File: src/jlts_pkg.sv
// Function
// Modes 000/001/010: samples, D21.5, K28.5
// Mode 011 repeats K28.5 and alignment
// Mode 100 sends 12-octet RPAT
// Disparity flip only in mode 100
// Pulse select governs SYSREF/SYNC handling
// Bit2=0, bit0=0: every pulse resets dividers
// Bit2=1, bit0=0: no divider reset
// Bit0=1: one pulse after bit1 rises
// SYSREF resets multiframe counter to zero
// K28.5 stops when counter reaches 31
// Force bit reloads programmed start value
// Software sets force bit for start value
// Alignment delayed 0..3 multiframes
// Subclass codes 000, 001, 010
// Undefined pattern codes give normal data
package jlts_pkg;
	localparam logic [7:0] OFS_SUBCLASS = 8'h34;
	localparam logic [7:0] OFS_TEST_PULSE = 8'h3b;
	localparam logic [7:0] OFS_MF_CTRL = 8'h3c;
	localparam logic [7:0] OFS_STATUS = 8'h3d;
	localparam logic [7:0] RST_SUBCLASS = 8'h00;
	localparam logic [7:0] RST_TEST_PULSE = 8'h00;
	localparam logic [7:0] RST_MF_CTRL = 8'h00;
	// Field positions
	localparam int TP_MODE_LSB = 5;
	localparam int TP_FLIP_BIT = 4;
	localparam int SC_LSB = 5;
	localparam int MF_FORCE_BIT = 7;
	localparam int MF_START_LSB = 2;
	// Codes
	localparam logic [2:0] TM_NORMAL = 3'h0;
	localparam logic [2:0] TM_D215 = 3'h1;
	localparam logic [2:0] TM_K285 = 3'h2;
	localparam logic [2:0] TM_REPEAT_ILA = 3'h3;
	localparam logic [2:0] TM_RPAT = 3'h4;
	localparam logic [2:0] SC_0 = 3'h0;
	localparam logic [2:0] SC_1 = 3'h1;
	localparam logic [2:0] SC_2 = 3'h2;
	// Characters
	localparam logic [7:0] CH_K285 = 8'hbc;
	localparam logic [7:0] CH_K280 = 8'h1c;
	localparam logic [7:0] CH_K283 = 8'h7c;
	localparam logic [7:0] CH_D215 = 8'hb5;
	// Counts
	localparam logic [4:0] LMFC_LAST = 5'h1f;
	localparam logic [1:0] ILA_LAST_MF = 2'h3;
	localparam logic [3:0] RPAT_LAST = 4'hb;
	localparam int FIFO_DEPTH = 16;
	localparam int FIFO_WIDTH = 8;
	typedef enum logic [1:0] {ST_CGS, ST_HOLD, ST_ILA, ST_DATA} jlts_state_e;
	typedef logic [7:0] jlts_rpat_t [12];
	localparam jlts_rpat_t RPAT_TABLE = '{8'hbe, 8'hd7, 8'h23, 8'h47,
		8'h6b, 8'h8f, 8'hb3, 8'h14, 8'h5e, 8'hfb, 8'h35, 8'h59};
endpackage

File: src/jlts_lane_if.sv
`timescale 1ns/1ps
`default_nettype none
interface jlts_lane_if;
	import jlts_pkg::*;
	jlts_state_e state;
	logic [2:0] mode;
	logic [4:0] lmfc;
	logic [3:0] rpat_idx;
	logic smp_valid;
	logic [7:0] smp;
	logic [7:0] octet;
	logic is_k;
	modport ctl (output state, mode, lmfc, rpat_idx, smp_valid, smp,
		input octet, is_k);
	modport gen (input state, mode, lmfc, rpat_idx, smp_valid, smp,
		output octet, is_k);
endinterface
`default_nettype wire

File: src/jlts_fifo.sv
`timescale 1ns/1ps
`default_nettype none
module jlts_fifo #(
	parameter int WIDTH = 8,
	parameter int DEPTH = 16
) (
	input wire logic clk, // Core clock
	input wire logic rst, // Async reset
	input wire logic in_valid, // Write offered
	output logic in_ready, // Room left
	input wire logic [WIDTH-1:0] in_data, // Write word
	output logic out_valid, // Word waiting
	input wire logic out_ready, // Consumer takes
	output logic [WIDTH-1:0] out_data // Head word
);
	localparam int AW = $clog2(DEPTH);
	logic [WIDTH-1:0] mem [DEPTH];
	logic [AW-1:0] wp_q, rp_q;
	logic [AW:0] cnt_q;
	logic full_q;
	logic wr, rd;
	assign wr = in_valid && !full_q;
	assign rd = out_ready && (cnt_q != '0);
	assign in_ready = !full_q;
	assign out_valid = (cnt_q != '0);
	assign out_data = mem[rp_q];
	// Storage has no reset; only pointers matter
	always_ff @(posedge clk) begin
		if (wr) begin
			mem[wp_q] <= in_data;
		end
	end
	// Pointers and occupancy
	always_ff @(posedge clk or posedge rst) begin
		if (rst) begin
			wp_q <= '0;
			rp_q <= '0;
			cnt_q <= '0;
			full_q <= 1'b0;
		end else begin
			if (wr) wp_q <= wp_q + AW'(1);
			if (rd) rp_q <= rp_q + AW'(1);
			cnt_q <= cnt_q + (AW+1)'(wr) - (AW+1)'(rd);
			full_q <= (cnt_q + (AW+1)'(wr) - (AW+1)'(rd)) == (AW+1)'(DEPTH);
		end
	end
endmodule
`default_nettype wire

File: src/jlts_patgen.sv
`timescale 1ns/1ps
`default_nettype none
module jlts_patgen
	import jlts_pkg::*;
(
	jlts_lane_if.gen lane // Pattern request and octet
);
	// Test patterns override the link state; repeat mode and undefined codes fall through
	always_comb begin
		lane.octet = CH_K285;
		lane.is_k = 1'b1;
		unique case (lane.mode)
			TM_D215: begin
				lane.octet = CH_D215;
				lane.is_k = 1'b0;
			end
			TM_K285: begin
				lane.octet = CH_K285;
				lane.is_k = 1'b1;
			end
			TM_RPAT: begin
				lane.octet = RPAT_TABLE[lane.rpat_idx];
				lane.is_k = 1'b0;
			end
			default: begin
				unique case (lane.state)
					ST_CGS, ST_HOLD: begin
						lane.octet = CH_K285;
						lane.is_k = 1'b1;
					end
					ST_ILA: begin
						// Multiframe start and end marks, ramp between
						lane.is_k = (lane.lmfc == '0) || (lane.lmfc == LMFC_LAST);
						lane.octet = (lane.lmfc == '0) ? CH_K280 :
							(lane.lmfc == LMFC_LAST) ? CH_K283 : {3'h0, lane.lmfc};
					end
					ST_DATA: begin
						lane.octet = lane.smp_valid ? lane.smp : 8'h00;
						lane.is_k = 1'b0;
					end
				endcase
			end
		endcase
	end
endmodule
`default_nettype wire

File: src/jlts_top.sv
// Added by the designer: strobed register access.
`timescale 1ns/1ps
`default_nettype none
module jlts_top
	import jlts_pkg::*;
(
	input wire logic CORE_CLK, // 20 MHz core clock
	input wire logic RST, // Async reset, high
	input wire logic [7:0] ADDR, // Register address
	input wire logic [7:0] WR_DATA, // Write data
	input wire logic WR_EN, // Write strobe
	input wire logic RD_EN, // Read strobe
	output logic [7:0] RD_DATA, // Read data, next cycle
	input wire logic SYSREF_IN, // SYSREF pin
	input wire logic SYNC_N_IN, // Receiver sync request, low
	input wire logic SMP_VALID, // Sample offered
	output logic SMP_READY, // FIFO has room
	input wire logic [7:0] SMP_DATA, // Sample octet
	output logic [7:0] LANE_OCTET, // Octet to encoder
	output logic LANE_CTRL, // Octet is a K character
	output logic LANE_DISP_FLIP, // Invert running disparity
	output logic DIV_RESET // Clock divider reset pulse
);
	logic [7:0] sc_q, tp_q, mf_q;
	logic [2:0] mode, pd;
	logic flip;
	logic sr1_q, sr2_q, sr3_q, sy1_q, sy2_q, sy3_q;
	logic pulse, allow, arm_q;
	logic [4:0] lmfc_q, lmfc_d;
	jlts_state_e st_q;
	logic [1:0] hold_q, ila_q;
	logic [3:0] rpat_q;
	logic mf_end, sync_ok;
	logic fifo_valid, fifo_pop, fifo_room;
	logic [7:0] fifo_data;
	jlts_lane_if lane ();

	assign mode = tp_q[TP_MODE_LSB +: 3];
	assign flip = tp_q[TP_FLIP_BIT];
	assign pd = tp_q[2:0];
	assign mf_end = (lmfc_q == LMFC_LAST);

	// Register writes; reserved bit 3 of the test register stays zero
	always_ff @(posedge CORE_CLK or posedge RST) begin
		if (RST) begin
			sc_q <= RST_SUBCLASS;
			tp_q <= RST_TEST_PULSE;
			mf_q <= RST_MF_CTRL;
		end else if (WR_EN) begin
			unique case (ADDR)
				OFS_SUBCLASS: sc_q <= {WR_DATA[7:5], 5'h00};
				OFS_TEST_PULSE: tp_q <= {WR_DATA[7:4], 1'b0, WR_DATA[2:0]};
				OFS_MF_CTRL: mf_q <= WR_DATA;
				default: ;
			endcase
		end
	end

	// Read mux, registered so data stand one cycle later
	always_ff @(posedge CORE_CLK or posedge RST) begin
		if (RST) begin
			RD_DATA <= 8'h00;
		end else if (RD_EN) begin
			unique case (ADDR)
				OFS_SUBCLASS: RD_DATA <= sc_q;
				OFS_TEST_PULSE: RD_DATA <= tp_q;
				OFS_MF_CTRL: RD_DATA <= mf_q;
				OFS_STATUS: RD_DATA <= {1'b0, st_q, lmfc_q};
				default: RD_DATA <= 8'h00;
			endcase
		end else begin
			RD_DATA <= 8'h00;
		end
	end

	// Pin synchronisers; third stage only for edge detection
	always_ff @(posedge CORE_CLK or posedge RST) begin
		if (RST) begin
			sr1_q <= 1'b0;
			sr2_q <= 1'b0;
			sr3_q <= 1'b0;
			sy1_q <= 1'b0;
			sy2_q <= 1'b0;
			sy3_q <= 1'b0;
		end else begin
			sr1_q <= SYSREF_IN;
			sr2_q <= sr1_q;
			sr3_q <= sr2_q;
			sy1_q <= SYNC_N_IN;
			sy2_q <= sy1_q;
			sy3_q <= sy2_q;
		end
	end
	assign sync_ok = sy2_q || (mode == TM_REPEAT_ILA);

	// Pulse source follows subclass: SYSREF rise or SYNC fall
	always_comb begin
		unique case (sc_q[SC_LSB +: 3])
			SC_1: pulse = sr2_q && !sr3_q;
			SC_2: pulse = !sy2_q && sy3_q;
			default: pulse = 1'b0;
		endcase
	end

	// Divider gating; one-shot armed by a 0-to-1 write of bit 1
	always_comb begin
		if (pd[0]) begin
			allow = arm_q;
		end else begin
			allow = !pd[2];
		end
	end

	// Arm flag: the write's rise beats a same-cycle consuming pulse
	always_ff @(posedge CORE_CLK or posedge RST) begin
		if (RST) begin
			arm_q <= 1'b0;
		end else if (WR_EN && ADDR == OFS_TEST_PULSE && WR_DATA[1]
			&& !tp_q[1]) begin
			arm_q <= 1'b1;
		end else if (pulse && pd[0]) begin
			arm_q <= 1'b0;
		end
	end

	always_ff @(posedge CORE_CLK or posedge RST) begin
		if (RST) begin
			DIV_RESET <= 1'b0;
		end else begin
			DIV_RESET <= pulse && allow;
		end
	end

	// Multiframe counter; accepted pulse reloads zero or the start value
	always_comb begin
		lmfc_d = lmfc_q + 5'h01;
		if (pulse && allow) begin
			lmfc_d = mf_q[MF_FORCE_BIT] ? mf_q[MF_START_LSB +: 5] : 5'h00;
		end
	end
	always_ff @(posedge CORE_CLK or posedge RST) begin
		if (RST) begin
			lmfc_q <= 5'h00;
		end else begin
			lmfc_q <= lmfc_d;
		end
	end

	// Link sequencing: CGS, optional hold, four ILA multiframes, data
	always_ff @(posedge CORE_CLK or posedge RST) begin
		if (RST) begin
			st_q <= ST_CGS;
			hold_q <= 2'h0;
			ila_q <= 2'h0;
		end else begin
			unique case (st_q)
				ST_CGS: begin
					if (sync_ok && mf_end) begin
						hold_q <= mf_q[1:0];
						ila_q <= 2'h0;
						st_q <= (mf_q[1:0] == 2'h0) ? ST_ILA : ST_HOLD;
					end
				end
				ST_HOLD: begin
					if (!sync_ok) begin
						st_q <= ST_CGS;
					end else if (mf_end) begin
						hold_q <= hold_q - 2'h1;
						if (hold_q == 2'h1) st_q <= ST_ILA;
					end
				end
				ST_ILA: begin
					if (!sync_ok) begin
						st_q <= ST_CGS;
					end else if (mf_end) begin
						ila_q <= ila_q + 2'h1;
						if (ila_q == ILA_LAST_MF) begin
							// Repeat mode loops back instead of sending data
							st_q <= (mode == TM_REPEAT_ILA) ? ST_CGS : ST_DATA;
						end
					end
				end
				ST_DATA: begin
					// Repeat mode set while data flows restarts alignment
					if (!sync_ok || mode == TM_REPEAT_ILA) begin
						st_q <= ST_CGS;
					end
				end
			endcase
		end
	end

	// RPAT octet index, restarts whenever the mode is left
	always_ff @(posedge CORE_CLK or posedge RST) begin
		if (RST) begin
			rpat_q <= 4'h0;
		end else if (mode != TM_RPAT || rpat_q == RPAT_LAST) begin
			rpat_q <= 4'h0;
		end else begin
			rpat_q <= rpat_q + 4'h1;
		end
	end

	// Samples drain only while real data goes out, so the FIFO backs up
	assign fifo_pop = (st_q == ST_DATA) && (mode != TM_D215)
		&& (mode != TM_K285) && (mode != TM_RPAT);
	jlts_fifo #(.WIDTH(FIFO_WIDTH), .DEPTH(FIFO_DEPTH)) u_fifo (
		.clk(CORE_CLK),
		.rst(RST),
		.in_valid(SMP_VALID),
		.in_ready(fifo_room),
		.in_data(SMP_DATA),
		.out_valid(fifo_valid),
		.out_ready(fifo_pop),
		.out_data(fifo_data)
	);
	// Registered copy of the FIFO's room flag, the inverse of its registered full flag, lagging a cycle
	logic room_q;
	always_ff @(posedge CORE_CLK or posedge RST) begin
		if (RST) begin
			room_q <= 1'b0;
		end else begin
			room_q <= fifo_room;
		end
	end
	assign SMP_READY = room_q;

	assign lane.state = st_q;
	assign lane.mode = mode;
	assign lane.lmfc = lmfc_q;
	assign lane.rpat_idx = rpat_q;
	assign lane.smp_valid = fifo_valid && fifo_pop;
	assign lane.smp = fifo_data;
	jlts_patgen u_gen (
		.lane(lane.gen)
	);

	// Lane outputs registered; flip only honoured in RPAT mode
	always_ff @(posedge CORE_CLK or posedge RST) begin
		if (RST) begin
			LANE_OCTET <= CH_K285;
			LANE_CTRL <= 1'b1;
			LANE_DISP_FLIP <= 1'b0;
		end else begin
			LANE_OCTET <= lane.octet;
			LANE_CTRL <= lane.is_k;
			LANE_DISP_FLIP <= flip && (mode == TM_RPAT);
		end
	end
endmodule
`default_nettype wire

File: config.mk
export PLATFORM = sky130hd
export DESIGN_NAME = jlts_top
export DESIGN_NICKNAME = d
export VERILOG_FILES = /design/src/jlts_pkg.sv /design/src/jlts_lane_if.sv /design/src/jlts_fifo.sv /design/src/jlts_patgen.sv /design/src/jlts_top.sv
export SDC_FILE = /design/constraint.sdc
export NUM_CORES = 1
export LEC_CHECK = 0
export BUFFER_PORTS_ARGS = -buffer_cell sky130_fd_sc_hd__buf_2
export CAP_MARGIN = 40
export CORE_AREA = 2 2 183 185
export CTS_CLUSTER_SIZE = 10
export DETAILED_ROUTE_END_ITERATION = 10
export DIE_AREA = 0 0 185 187
export SYNTH_ARGS = -nofsm -noshare
export SYNTH_HDL_FRONTEND = slang
export SYNTH_HIERARCHICAL = 1
export SYNTH_SLANG_ARGS = --single-unit
File: constraint.sdc
create_clock -name CORE_CLK -period 3.45 [get_ports CORE_CLK]
set_input_delay 0.345 -clock CORE_CLK [delete_from_list [all_inputs] [get_ports CORE_CLK]]
set_output_delay 0.345 -clock CORE_CLK [all_outputs]
set_load 0.02 [all_outputs]
# Word-level counts from Yosys, hierarchy flattened
# Memory sizes are Yosys's and may differ from the RTL's.
# Cells that the tools add are included.
dict set report word_totals {
  ff_bits 74
  ramBits 128
  rom_bits 128
  input_bits 31
  elab_cells 146
  mem_count 2
}
# memory words word_bits rd rd_ports_with_merged_regs wr line
set memory_table {}
lappend memory_table {{(name not given)} 16 8 1 0 0 jlts_patgen.sv:22} ;# lane.octet = RPAT_TABLE[lane.rpat_idx];
lappend memory_table {u_fifo.mem 16 8 1 0 1 jlts_fifo.sv:17} ;# logic [WIDTH-1:0] mem [DEPTH];
dict set report op_classes {
  addsub 8
  magnitude_cmp 1
  n_eq_ne 31
  muxes 39
  bitwise 1
  reduce_logical 39
}
# operator count
set op_table {}
lappend op_table {{$pmux W8 S3} 2}
lappend op_table {{$mux W8} 5}
lappend op_table {{$eq A8 B6 Y1 const B} 4}
lappend op_table {{$mux W2} 16}
lappend op_table {{$pmux W8 S4} 1}
lappend op_table {{$ne A3 B3 Y1 const B} 5}
lappend op_table {{$logic_and A1 B1 Y1} 14}
lappend op_table {{$add A4 B1 Y4 const B} 3}
lappend op_table {{$ne A2 B2 Y1 const B} 6}
lappend op_table {{$eq A5 B5 Y1 const B} 2}
lappend op_table {{$mux W5} 2}
lappend op_table {{$eq A3 B2 Y1 const B} 3}
lappend op_table {{$pmux W2 S2} 2}
lappend op_table {{$pmux W2 S4} 1}
lappend op_table {{$reduce_and A4 Y1} 2}
lappend op_table {{$mux W7} 1}
lappend op_table {{$eq A2 B2 Y1 const B} 3}
lappend op_table {{$eq A3 B1 Y1 const B} 2}
lappend op_table {{$logic_not A1 Y1} 6}
lappend op_table {{$reduce_and A2 Y1} 3}
lappend op_table {{$reduce_and A6 Y1} 1}
lappend op_table {{$reduce_bool A2 Y1} 3}
lappend op_table {{$add A5 B1 Y5} 1}
lappend op_table {{$add A5 B1 Y5 const B} 1}
lappend op_table {{19 further kinds} 30}

# Depth between registers and ports, before layout
dict set report depth {
  depth_word 8
  ltp_mapped 13
  depth_no_buf 12
}

# By module
# The synthesis kept the hierarchy.
# mod n_inst cells_each area_each_um2
set by_module_without_submodules {}
lappend by_module_without_submodules {jlts_fifo 1 284 5684.2}
lappend by_module_without_submodules {jlts_top 1 196 2543.7}
lappend by_module_without_submodules {jlts_patgen 1 75 493.0}

# Worst setup path before layout
# No wires, ideal clock.
dict set report synth_path {
  kind {flip-flop to flip-flop}
  startpoint {reg u_fifo.cnt_q[3]}
  endpoint {reg u_fifo.full_q}
  setup_ps 120
  arrival_ps 2667
  t_required_ps 3330
  path_slack_ps 663
  stages_incl_launch_ff 14
  cell_sequence {dfrtp_1 > inv_1 > ha_1 > or4b_4 > and2_4 > buf_6 > ha_1 > inv_1 > ha_1 > fa_1 > a21oi_1 > o21bai_1 > xnor2_1 > and3b_1}
}
dict set report synth_via {
  elab_chain_len 4
}
# item line
set synth_rtl {}
lappend synth_rtl {{from (decl)} jlts_fifo.sv:19} ;# logic [AW:0] cnt_q;
lappend synth_rtl {{from (signal assigned)} jlts_fifo.sv:43} ;# cnt_q <= cnt_q + (AW+1)'(wr) - (AW+1)'(rd);
lappend synth_rtl {{$reduce_bool A5 Y1} n/a}
lappend synth_rtl {{via fifo_valid} jlts_top.sv:34} ;# logic fifo_valid, fifo_pop, fifo_room;
lappend synth_rtl {{$logic_and A1 B1 Y1} jlts_fifo.sv:23} ;# assign rd = out_ready && (cnt_q != '0);
lappend synth_rtl {{via u_fifo.rd} jlts_fifo.sv:21} ;# logic wr, rd;
lappend synth_rtl {{$sub A5 B1 Y5} jlts_fifo.sv:44} ;# full_q <= (cnt_q + (AW+1)'(wr) - (AW+1)'(rd)) == (AW+1)'(DEPTH);
lappend synth_rtl {{$eq A5 B5 Y1} jlts_fifo.sv:44}
lappend synth_rtl {{to (signal assigned)} jlts_fifo.sv:44}
lappend synth_rtl {{to (decl)} jlts_fifo.sv:20} ;# logic full_q;
# The timed path passes the listed nets, and every way through them passes these cells.
# A chain may end at the register's enable or synchronous reset.

# Worst setup path after layout
dict set report layout_path {
  startpoint {reg u_fifo.cnt_q[3]}
  endpoint {reg u_fifo.full_q}
}
dict set report layout_via {
  elab_chain_len 4
}
# item line
set layout_rtl {}
lappend layout_rtl {{$reduce_bool A5 Y1} n/a}
lappend layout_rtl {{via fifo_valid} jlts_top.sv:34}
lappend layout_rtl {{$logic_and A1 B1 Y1} jlts_fifo.sv:23}
lappend layout_rtl {{$sub A5 B1 Y5} jlts_fifo.sv:44}
lappend layout_rtl {{$eq A5 B5 Y1} jlts_fifo.sv:44}
# The timed path passes the listed nets, and every way through them passes these cells.

==> reports/metrics.csv <==
metric,value,unit
status,"finished, final reports clean",
Sw Share,27.90,%
residual DRC count,0,
vias per cell,4.442,
average instance area after synthesis,15.71,um2
TritonRoute pass-1 iters,5,
min-delay src,WR_DATA[3],
FF-to-FF End,u_fifo/full_q$_DFF_PP0_,
fraction of registers with async set/reset,36.63,%
Max Buffers Root-to-Sink,3,
Leak,3.736,nW
Worst path slowest cell,or4b_4,
Die Span Y,187,um
Ys Warns,6,
Net Sw Power,1.909,mW
Crit path max-delay family,adder cells,
slowest cell delay on critical path,0.45,ns
worst skew pair latency,0.52,ns
"Setup violations, final",0,
kind of critical path,reg2reg,
antenna-violating nets left,0,
CP most frequent cell,ha_1,
Seq pwr share,46.4,%
Cell Pwr Density,668.5,mW/mm2
Hold Crit Depth,2,
standard-cell rows,67,
crit start category,flop,
P&R area growth vs syn,17.33,%
FMAX,350.4,MHz
Fin. Hold Viols,0,
via count,4837,
VDD IR max,0.3428,mV
Buf/Inv on CP,2,
Synth Register Bits,202,
CTS Buf Count,24,
cts repair resizes,0,
drt initial violations,352,
GRT Total Usage,10.08,%
max-cap violations,0,
"critical path, cell by cell",inv_1 -> ha_1 -> or4b_4 -> and2_4 -> ha_1 -> inv_1 -> ha_1 -> fa_1 -> a21oi_1 -> o21bai_1 -> xnor2_1 -> and3b_1,
Worst-path clk slew,0.05,ns
post-synthesis sequential area ratio,65.39,%
grt ovf,0,
DIE WIDTH,185,um
R2R depth,12,
gpl congestion,0.7277,
nets,675,
Initial Utilization,26.54,%
DP Worst Slack,0.6058,ns
clock root cell,clkbuf_16,
Post-synth top flop,edfxtp_1,
RSZ-0062 raised after global routing,false,
HP Class,in2reg,
Setup TNS Final,0,ns
Post-Synthesis Cell Area,0.008721,mm2
TritonCTS clock tree,done,
largest net degree at the start of global routing,35,
DR WL/cell,15.73,um
Post-synth EDFFs,128,
fin cells,1089,
HPWL Detailed,11920,um
hold endpoint,mf_q[3]$_DFFE_PP0P_,
RR Startpoint,u_fifo/cnt_q[3]$_DFF_PP0_,
internal power,4.932,mW
final core utilization,31.14,%
syn nets,607,
WP depth,12,
combinational power share,20.6,%
post-route setup slack,0.5959,ns
Worst slew margin,49.65,%
placed insts,1042,
number of global-route vias before repair,4844,
Routed WL,17130,um
slew at the pin with the worst max-slew slack,0.7552,ns
cell count after synthesis,555,
arrival time worst endpoint,3.26,ns
layout cells sized above 1,23.24,%
Critical Path RT,3.85,ns
min Tclk post-route,2.854,ns
first-pass GRT wire length,27740,um
ant diodes,0,
PortBufs,50,
num ports,51,
clock sinks,202,
Clock Skew,0.005727,ns
Clock Power Share,33.0,%
reg2reg setup slack,0.60,ns
antenna violations before repair,0,
full die area,0.03460,mm2
"Slew Viols, Final",0,
synth unique cells,69,
CP Capture Type,flop,
most frequent cells in the layout,"edfxtp_1 (128), dfrtp_1 (67), buf_2 (50)",
core area,0.03286,mm2
final cycle utilization of the critical path,82.73,%
H-tree levels,1,
"most common cell after layout, fill and taps aside",edfxtp_1,
CP Max Fanout,5,
==> registers in the layout, summed over array words and instances, names as in the netlist, 3 cells and up <==
register,count
mf_q,8
u_fifo/cnt_q,5
u_fifo/mem,128
lane.rpat_idx,4
lane.lmfc,5
sc_q,3
u_fifo/rp_q,4
u_fifo/wp_q,4
tp_q,7
RD_DATA,8
LANE_OCTET,8
==> cells by family (layout without fill, tap and decap cells) <==
family                     count (synthesis)  count (layout)  share of synthesized area [%]
AOI/OAI and AO/OA                         83              83                          6.384
xor gates and xnor gates                  17              17                          1.707
adders and majority gates                 21              21                          3.099
buffers and inverters                     41             127                          2.224
DFF                                      202             202                          65.39
muxes                                     64              64                          12.47
and+or+nand+nor                          127             127                          8.723
==> synth_stat cells, drive strengths merged (7+ instances only) <==
| library cell | n | area, um2 |
|---|---|---|
| dfrtp | 68 | 1702 |
| nand2 | 32 | 127.6 |
| o21ai | 14 | 70.06 |
| and2 | 20 | 128.9 |
| buf | 11 | 73.81 |
| edfxtp | 128 | 3844 |
| mux2i | 10 | 100.1 |
| nor2 | 24 | 100.1 |
| a21oi | 21 | 105.1 |
| xnor2 | 10 | 87.58 |
| mux4 | 32 | 720.7 |
| xor2 | 7 | 61.31 |
| a22oi | 23 | 172.7 |
| mux2 | 22 | 266.5 |
| nor3 | 8 | 66.32 |
| ha | 20 | 250.2 |
| inv | 23 | 86.33 |
==> how the worst max path moves through the flow <==
stage	slack (ns)	end	startpoint
finish	0.60	u_fifo/full_q$_DFF_PP0_	u_fifo/cnt_q[3]$_DFF_PP0_
global placement	0.64	u_fifo/full_q$_DFF_PP0_	u_fifo/cnt_q[3]$_DFF_PP0_
global route	0.38	u_fifo/full_q$_DFF_PP0_	u_fifo/cnt_q[3]$_DFF_PP0_
CTS	0.58	u_fifo/full_q$_DFF_PP0_	u_fifo/cnt_q[3]$_DFF_PP0_
floorplan	0.66	u_fifo/full_q$_DFF_PP0_	u_fifo/cnt_q[3]$_DFF_PP0_
detailed placement	0.61	u_fifo/full_q$_DFF_PP0_	u_fifo/cnt_q[3]$_DFF_PP0_
==> through the flow <==
stage	total power, mW	cell area (um2)	hold WS [ns]
after global routing	7.225	10230	0.05233
after floorplan	4.223	8721	0.2342
after CTS	6.943	10230	0.03990
after global placement	4.622	9490	0.3394
final	6.841	10230	0.05408
after detailed placement	4.648	9490	0.3378
==> layout make-up <==
class                   instances  area [um2]
clock buffers                  43       681.9
repair buffers                 60       345.3
inverters                      23       86.33
well taps                     448       560.5
flip-flops and latches        202        5704
multi-input cells             312        2824
fillers                      3270       22630
clock inverters                 1       30.03
==> power groups by stage <==
stage          Sequential, mW  Combinational (mW)  Clock [mW]
5_1_grt                  3.22                1.57        2.43
4_1_cts                  3.18                1.43        2.33
3_3_place_gp             3.22                1.40           0
2_1_floorplan            3.14                1.08           0
3_5_place_dp             3.23                1.42           0
6_report                 3.17                1.41        2.26
==> routing by layer <==
| layer | wire, um | share of wire (%) | global-route usage (%) | vias to the layer above |
|---|---|---|---|---|
| li1 | - | - | - | 2252 |
| met1 | 8000 | 47 | 14.25 | 2459 |
| met2 | 8004 | 47 | 16.00 | 96 |
| met3 | 801 | 4.7 | 1.908 | 30 |
| met4 | 320 | 1.9 | 2.442 | 0 |
| met5 | 0 | 0 | 0 | - |
==> repair_timing <==
action,in CTS,in global routing
setup buffers,0,0
hold buffers,3,0
endpoints found under the hold margin,48,0
(Power assumes the default switching activity.)
